**src/verilog/acc_pkg.sv**
```systemverilog
package acc_pkg;
  // Register offsets on the plain register port.
  localparam logic [7:0] ACC_ADDR_CONTROL = 8'hAD;
  localparam logic [7:0] ACC_ADDR_RESULT_LOW = 8'hAE;
  localparam logic [7:0] ACC_ADDR_RESULT_HIGH = 8'hAF;
  localparam logic [7:0] ACC_ADDR_CONFIG = 8'hB0;
  // Control register field positions.
  localparam int ACC_BIT_POWER = 7;
  localparam int ACC_BIT_START = 6;
  localparam int ACC_BIT_FLAG = 5;
  localparam int ACC_SEL_MSB = 4;
  // Configuration register field positions.
  localparam int ACC_BIT_IRQ_EN = 6;
  localparam int ACC_REF_MSB = 1;
  // Reset values.
  localparam logic [7:0] ACC_CONTROL_RESET = 8'h00;
  localparam logic [1:0] ACC_REF_RESET = 2'h0;
  // Input-select codes.
  localparam logic [4:0] ACC_SEL_LAST_EXT = 5'h0B;
  localparam logic [4:0] ACC_SEL_QUARTER = 5'h1F;
  // Reference choices.
  localparam logic [1:0] ACC_REF_SUPPLY = 2'h0;
  localparam logic [1:0] ACC_REF_2V048 = 2'h1;
  localparam logic [1:0] ACC_REF_1V024 = 2'h2;
  localparam logic [1:0] ACC_REF_2V4 = 2'h3;
  // Channel counts and result width.
  localparam int ACC_EXT_CHANNELS = 12;
  localparam int ACC_RESULT_W = 12;
  // Conversion timing at 200 MHz.
  localparam int ACC_CLK_PERIOD_PS = 5000;
  localparam int ACC_CONV_TIME_NS = 950;
  localparam int ACC_CONV_CYCLES = (ACC_CONV_TIME_NS * 1000 + ACC_CLK_PERIOD_PS - 1)
                                   / ACC_CLK_PERIOD_PS;
  typedef enum logic [1:0] {
    ACC_IDLE = 2'b01,
    ACC_BUSY = 2'b10
  } acc_state_e;
endpackage

```
**src/verilog/acc_result_store.sv**
```systemverilog
`timescale 1ns/10ps
module acc_result_store
  import acc_pkg::*;
#(
  parameter int WIDTH = ACC_RESULT_W
) (
  // Clock and reset.
  input wire logic clk_i,
  input wire logic rst_n_i,
  // Capture side.
  input wire logic load_i,
  input wire logic [WIDTH-1:0] value_i,
  // Stored value.
  output logic [WIDTH-1:0] value_o
);
  logic [WIDTH-1:0] value_r;
  logic [WIDTH-1:0] value_nxt;

  always_comb begin
    value_nxt = value_r;
    if (load_i) begin
      value_nxt = value_i;
    end
  end

  always_ff @(posedge clk_i or negedge rst_n_i) begin
    if (!rst_n_i) begin
      value_r <= '0;
    end else begin
      value_r <= value_nxt;
    end
  end

  assign value_o = value_r;
endmodule

```
**src/verilog/acc_control.sv**
```systemverilog
`timescale 1ns/10ps
module acc_control
  import acc_pkg::*;
#(
  parameter int CONV_CYCLES = ACC_CONV_CYCLES
) (
  // Clock and reset.
  input wire logic CLOCK_I,
  input wire logic RST_N_I,
  // Register port.
  input wire logic [7:0] ADDR_I,
  input wire logic [7:0] WDATA_I,
  input wire logic WR_I,
  input wire logic RD_I,
  output logic [7:0] RDATA_O,
  // Analog core.
  output logic POWER_ON_O,
  output logic SAMPLE_START_O,
  output logic [ACC_EXT_CHANNELS-1:0] ANALOG_INPUT_N_SEL_O,
  output logic QUARTER_SUPPLY_SEL_O,
  output logic [3:0] REFERENCE_ONEHOT_O,
  input wire logic [ACC_RESULT_W-1:0] CORE_RESULT_I,
  // Interrupt request to the CPU.
  output logic IRQ_O
);
  localparam int CW = $clog2(CONV_CYCLES + 1);
  localparam logic [CW-1:0] CONV_LAST = CW'(CONV_CYCLES - 1);

  acc_state_e state_r, state_nxt;
  logic [CW-1:0] count_r, count_nxt;
  logic power_r, power_nxt;
  logic flag_r, flag_nxt;
  logic [4:0] sel_r, sel_nxt;
  logic [4:0] conv_sel_r, conv_sel_nxt;
  logic irq_en_r, irq_en_nxt;
  logic [1:0] ref_r, ref_nxt;
  logic [7:0] rdata_r, rdata_nxt;
  logic start_pulse_r, start_pulse_nxt;
  logic wr_ctl;
  logic start_req;
  logic done;
  logic [ACC_RESULT_W-1:0] result;

  function automatic logic [ACC_EXT_CHANNELS-1:0] ext_decode(input logic [4:0] code);
    ext_decode = '0;
    if (code <= ACC_SEL_LAST_EXT) begin
      ext_decode[code[3:0]] = 1'b1;
    end
  endfunction

  assign wr_ctl = WR_I && (ADDR_I == ACC_ADDR_CONTROL);
  assign start_req = wr_ctl && WDATA_I[ACC_BIT_START] && WDATA_I[ACC_BIT_POWER];
  assign done = (state_r == ACC_BUSY) && (count_r == CONV_LAST);

  always_comb begin
    state_nxt = state_r;
    count_nxt = count_r;
    start_pulse_nxt = 1'b0;
    conv_sel_nxt = conv_sel_r;
    unique case (state_r)
      ACC_IDLE: begin
        if (start_req) begin
          state_nxt = ACC_BUSY;
          count_nxt = '0;
          start_pulse_nxt = 1'b1;
          conv_sel_nxt = WDATA_I[ACC_SEL_MSB:0];
        end
      end
      ACC_BUSY: begin
        count_nxt = count_r + CW'(1);
        if (!power_r) begin
          state_nxt = ACC_IDLE;
        end else if (done) begin
          state_nxt = ACC_IDLE;
        end
      end
      default: begin
        state_nxt = ACC_IDLE;
      end
    endcase
  end

  always_comb begin
    power_nxt = power_r;
    sel_nxt = sel_r;
    flag_nxt = flag_r;
    irq_en_nxt = irq_en_r;
    ref_nxt = ref_r;
    if (wr_ctl) begin
      power_nxt = WDATA_I[ACC_BIT_POWER];
      sel_nxt = WDATA_I[ACC_SEL_MSB:0];
      flag_nxt = WDATA_I[ACC_BIT_FLAG];
    end
    if (start_req) begin
      flag_nxt = 1'b0;
    end
    if (done && power_r) begin
      flag_nxt = 1'b1;
    end
    if (WR_I && (ADDR_I == ACC_ADDR_CONFIG)) begin
      irq_en_nxt = WDATA_I[ACC_BIT_IRQ_EN];
      ref_nxt = WDATA_I[ACC_REF_MSB:0];
    end
  end

  always_comb begin
    rdata_nxt = 8'h00;
    if (RD_I) begin
      unique case (ADDR_I)
        ACC_ADDR_CONTROL: rdata_nxt = {power_r, 1'b0, flag_r, sel_r};
        ACC_ADDR_RESULT_HIGH: rdata_nxt = result[ACC_RESULT_W-1:4];
        ACC_ADDR_RESULT_LOW: rdata_nxt = {result[3:0], 4'h0};
        ACC_ADDR_CONFIG: rdata_nxt = {1'b0, irq_en_r, 4'h0, ref_r};
        default: rdata_nxt = 8'h00;
      endcase
    end
  end

  always_ff @(posedge CLOCK_I or negedge RST_N_I) begin
    if (!RST_N_I) begin
      state_r <= ACC_IDLE;
      count_r <= '0;
      power_r <= ACC_CONTROL_RESET[ACC_BIT_POWER];
      flag_r <= ACC_CONTROL_RESET[ACC_BIT_FLAG];
      sel_r <= ACC_CONTROL_RESET[ACC_SEL_MSB:0];
      conv_sel_r <= ACC_CONTROL_RESET[ACC_SEL_MSB:0];
      irq_en_r <= 1'b0;
      ref_r <= ACC_REF_RESET;
      rdata_r <= 8'h00;
      start_pulse_r <= 1'b0;
    end else begin
      state_r <= state_nxt;
      count_r <= count_nxt;
      power_r <= power_nxt;
      flag_r <= flag_nxt;
      sel_r <= sel_nxt;
      conv_sel_r <= conv_sel_nxt;
      irq_en_r <= irq_en_nxt;
      ref_r <= ref_nxt;
      rdata_r <= rdata_nxt;
      start_pulse_r <= start_pulse_nxt;
    end
  end

  acc_result_store #(
    .WIDTH(ACC_RESULT_W)
  ) u_store (
    .clk_i(CLOCK_I),
    .rst_n_i(RST_N_I),
    .load_i(done && power_r),
    .value_i(CORE_RESULT_I),
    .value_o(result)
  );

  assign RDATA_O = rdata_r;
  assign POWER_ON_O = power_r;
  assign SAMPLE_START_O = start_pulse_r;
  assign ANALOG_INPUT_N_SEL_O = ext_decode(conv_sel_r);
  assign QUARTER_SUPPLY_SEL_O = (conv_sel_r == ACC_SEL_QUARTER);
  assign REFERENCE_ONEHOT_O = {ref_r == ACC_REF_2V4, ref_r == ACC_REF_1V024,
                               ref_r == ACC_REF_2V048, ref_r == ACC_REF_SUPPLY};
  assign IRQ_O = flag_r && irq_en_r;
endmodule

```
**config.mk**
```make
export PLATFORM = sky130hd
export DESIGN_NAME = acc_control
export DESIGN_NICKNAME = d
export VERILOG_FILES = /design/src/verilog/acc_pkg.sv /design/src/verilog/acc_result_store.sv /design/src/verilog/acc_control.sv
export SDC_FILE = /design/constraint.sdc
export NUM_CORES = 1
export LEC_CHECK = 0
export ABC_CLOCK_PERIOD_IN_PS = 2300
export BUFFER_PORTS_ARGS = -buffer_cell sky130_fd_sc_hd__buf_2
export CORE_MARGIN = 3
export CORE_UTILIZATION = 51
export DETAILED_ROUTE_END_ITERATION = 16
export PLACE_DENSITY_LB_ADDON = 0.08
export SLEW_MARGIN = 20
export SYNTH_ARGS = -nofsm -noshare
export SYNTH_HDL_FRONTEND = slang
export SYNTH_SLANG_ARGS = --single-unit
```
**constraint.sdc**
```tcl
create_clock -name CLOCK_I -period 2.3 [get_ports CLOCK_I]
set_clock_uncertainty 0.1 [all_clocks]
set_input_delay 0.46 -clock CLOCK_I [delete_from_list [all_inputs] [get_ports CLOCK_I]]
set_output_delay 0.46 -clock CLOCK_I [all_outputs]
set_load 0.02 [all_outputs]
```
==> flow_summary.ini <==
[setup_path]
r2r-end = u_store.value_o[9]
max_stage_delay_ns = 0.53
cp_slowest_cell = dfrtp_1
cp_max_fo = 11
crit_arrival_ns = 1.60
crit_start = conv_sel_r[3]
cp.required_ns = 1.74
path_cells = or3b_2 -> nor2_1 -> buf_2
worstRegToRegCells = 5
ff2ff_setup_slack_ns = 0.49
crit_path_end_kind = output port
rr_startpoint = count_r[2]
crit_type = reg -> out
crit_buf_inv = 1
worstSetupStartpointType = flip-flop
crit_family = simple AND/OR/NAND/NOR gates

[floorplan]
dieArea_mm2 = 0.00530
start_util_pct = 54.9
core-area_mm2 = 0.00414
io_pins = 60
rows = 23
die_y_um = 72.8
die_x_um = 72.8

[global_routing]
grt_pass1_vias = 1692
track_usage_pct = 19.6
grt_first_pass_wirelength_mm = 8.11
grt_overflow = 0
grt_start_max_net_pins = 28
antenna_found_initial = 0

[pwr]
seqPwrFrac_pct = 54.1
power_density_mw_per_mm2 = 563
p_leak_nw = 1.39
finalPower_mw = 1.54
pwr-share-clk_pct = 38.3
switching_share_pct = 22.5
p_int_mw = 1.20
combPwrFrac_pct = 7.6
switching_power_uw = 347
vdd_drop_max_v = 0.000305

[sta]
min_period_over_period_pct = 93.7
finalSetupTns_ns = 0
max_freq_mhz = 464
hold_viol_final = 0
rsz0062_at_grt = no
tightest_slew_ns = 0.560
slew_headroom_pct = 62.6
fin_crit_ns = 2.16
maxSlewViolCount = 0
finalSetupViolCount = 0

[synthesis]
ys.flop_type = dfrtp_1
yosysMostFrequentCell = dfrtp_1
synth_area_leaders = dfrtp_1, mux2_2, mux2_4
yosys_warnings = 0
yosys.area.top_type = dfrtp_1
synth-seq-area-share_pct = 50.6
synth_seq_cells = 46
syn-num-nets = 231
netlist_instances = 197
syn_area_mm2 = 0.00228
synth_async_sr_flop_share_pct = 100
synth_top_cell_area_share_pct = 49.5
ys_types = 48
synth_edf_count = 0
synth.avg_cell_area_um2 = 11.6
ys_top_cells_by_count = dfrtp_1, mux2_2, nor2_1

[clock_network]
clk_path_buf_depth = 2
clk_pin_slew_ns = 0.09
htreeDepth = 2
numCtsBuffers = 5
cts_tree = built
cts.sinks = 46
clock-root-buffer = clkbuf_8
ctsHoldBuffers = 0
post_cts_resized = 0
clkLatencyLatePin_ns = 0.30
postCtsSetupBuffers = 0

[placement]
dp_cells = 303
port_buffers = 59
dp_hpwl_mm = 3.58
gp_congestion = 0.792

[drt]
viasPerCell = 5.55
antenna_left = 0
wl_per_cell_um = 15.3
first_pass_iters = 5
via_count = 1727
routed_wirelength_mm = 4.75
drc = 0
drtIter0Drc = 60

[job]
cap_violations = 0

[status]
status = finished clean

[finish]
n_antenna_cell = 0
layout-drive-gt1-share_pct = 43.3
n_fill_cell = 343
nets = 294
synthToLayoutAreaGrowth_pct = 20.5
final-instance-count-excl-fill = 311

[hold_path]
hold_path_class = in -> async
-- power groups by stage --
stage	sequential, mW	combinational [mW]	clock, mW
floorplan	0.848	0.0549	0
global placement	0.851	0.117	0
detailed placement	0.851	0.119	0
CTS	0.835	0.119	0.607
global route	0.838	0.132	0.641
finish	0.835	0.117	0.591
-- cell type report --
class	count	area [µm²]	share of cell area [%]
Inverter	3	11.3	0.411
Clock buffer	6	72.6	2.65
Multi-Input combinational cell	140	1060	38.7
Tap cell	50	62.6	2.28
Clock inverter	2	37.5	1.37
Sequential cell	46	1150	42.0
Timing Repair Buffer	64	345	12.6
-- metrics by stage --
stage / hold WS [ns] / utilization (%) / area [µm²] / setup WS (ns)
after detailed placement: 0.388 / 63.5 / 2630 / 0.232
after CTS: 0.0640 / 66.2 / 2740 / 0.141
after floorplan: 0.0644 / - / 2280 / 0.310
after global placement: 0.380 / 63.5 / 2630 / 0.309
final: 0.0408 / 66.2 / 2740 / 0.144
after global routing: 0.0838 / 66.2 / 2740 / 0.0665
-- worst max-delay path by stage --
stage                                    to  slack, ns  depth (start not counted)
finish              ANALOG_INPUT_N_SEL_O[9]       0.14                          3
floorplan           ANALOG_INPUT_N_SEL_O[0]       0.31                          3
detailed placement            conv_sel_r[0]       0.23                          5
CTS                 ANALOG_INPUT_N_SEL_O[9]       0.14                          3
global placement              conv_sel_r[2]       0.31                          5
global route        ANALOG_INPUT_N_SEL_O[9]       0.07                          3
-- cells by family after synthesis --
kind of cell / after synthesis / synth area share (%)
and+or+nand+nor: 77 / 19.2
DFF: 46 / 50.6
muxes: 34 / 18.2
AOI/OAI and AO/OA: 26 / 7.70
buffers and inverters: 11 / 2.75
adders and majority gates: 2 / 1.10
xor gates and xnor gates: 1 / 0.385
-- cells in the final DEF, fill, tap and decap left out, types with 5 or more instances in the layout --
cell,synthesis,layout
buf_2,1,59
nand3_1,5,5
nor2b_1,5,5
o21ai_0,7,7
clkbuf_8,0,5
dfrtp_1,45,45
nand2_1,10,10
mux2_4,9,9
nor2_1,22,22
mux2_2,23,23
-- state kept, by name, summed over array words and instances (netlist names), 2 cells and up --
name and count:
u_store.value_o 12, RDATA_O 8, count_r 8, conv_sel_r 5
sel_r 5, ref_r 2, state_r 2
-- metal layers --
layer,part of all wire (%),global-route usage (%)
met5,0,0
met4,1.2,5.53
met1,48,28.4
met3,5.7,4.13
met2,45,30.0
-- worst register-to-register path, delay by kind of cell (launching register included) --
kind	cells	cell delay (ns)
flip-flops	1	0.46
buffers and inverters	1	0.16
multiplexers	1	0.35
AND/OR/NAND/NOR	3	0.64
(Power assumes the default switching activity.)
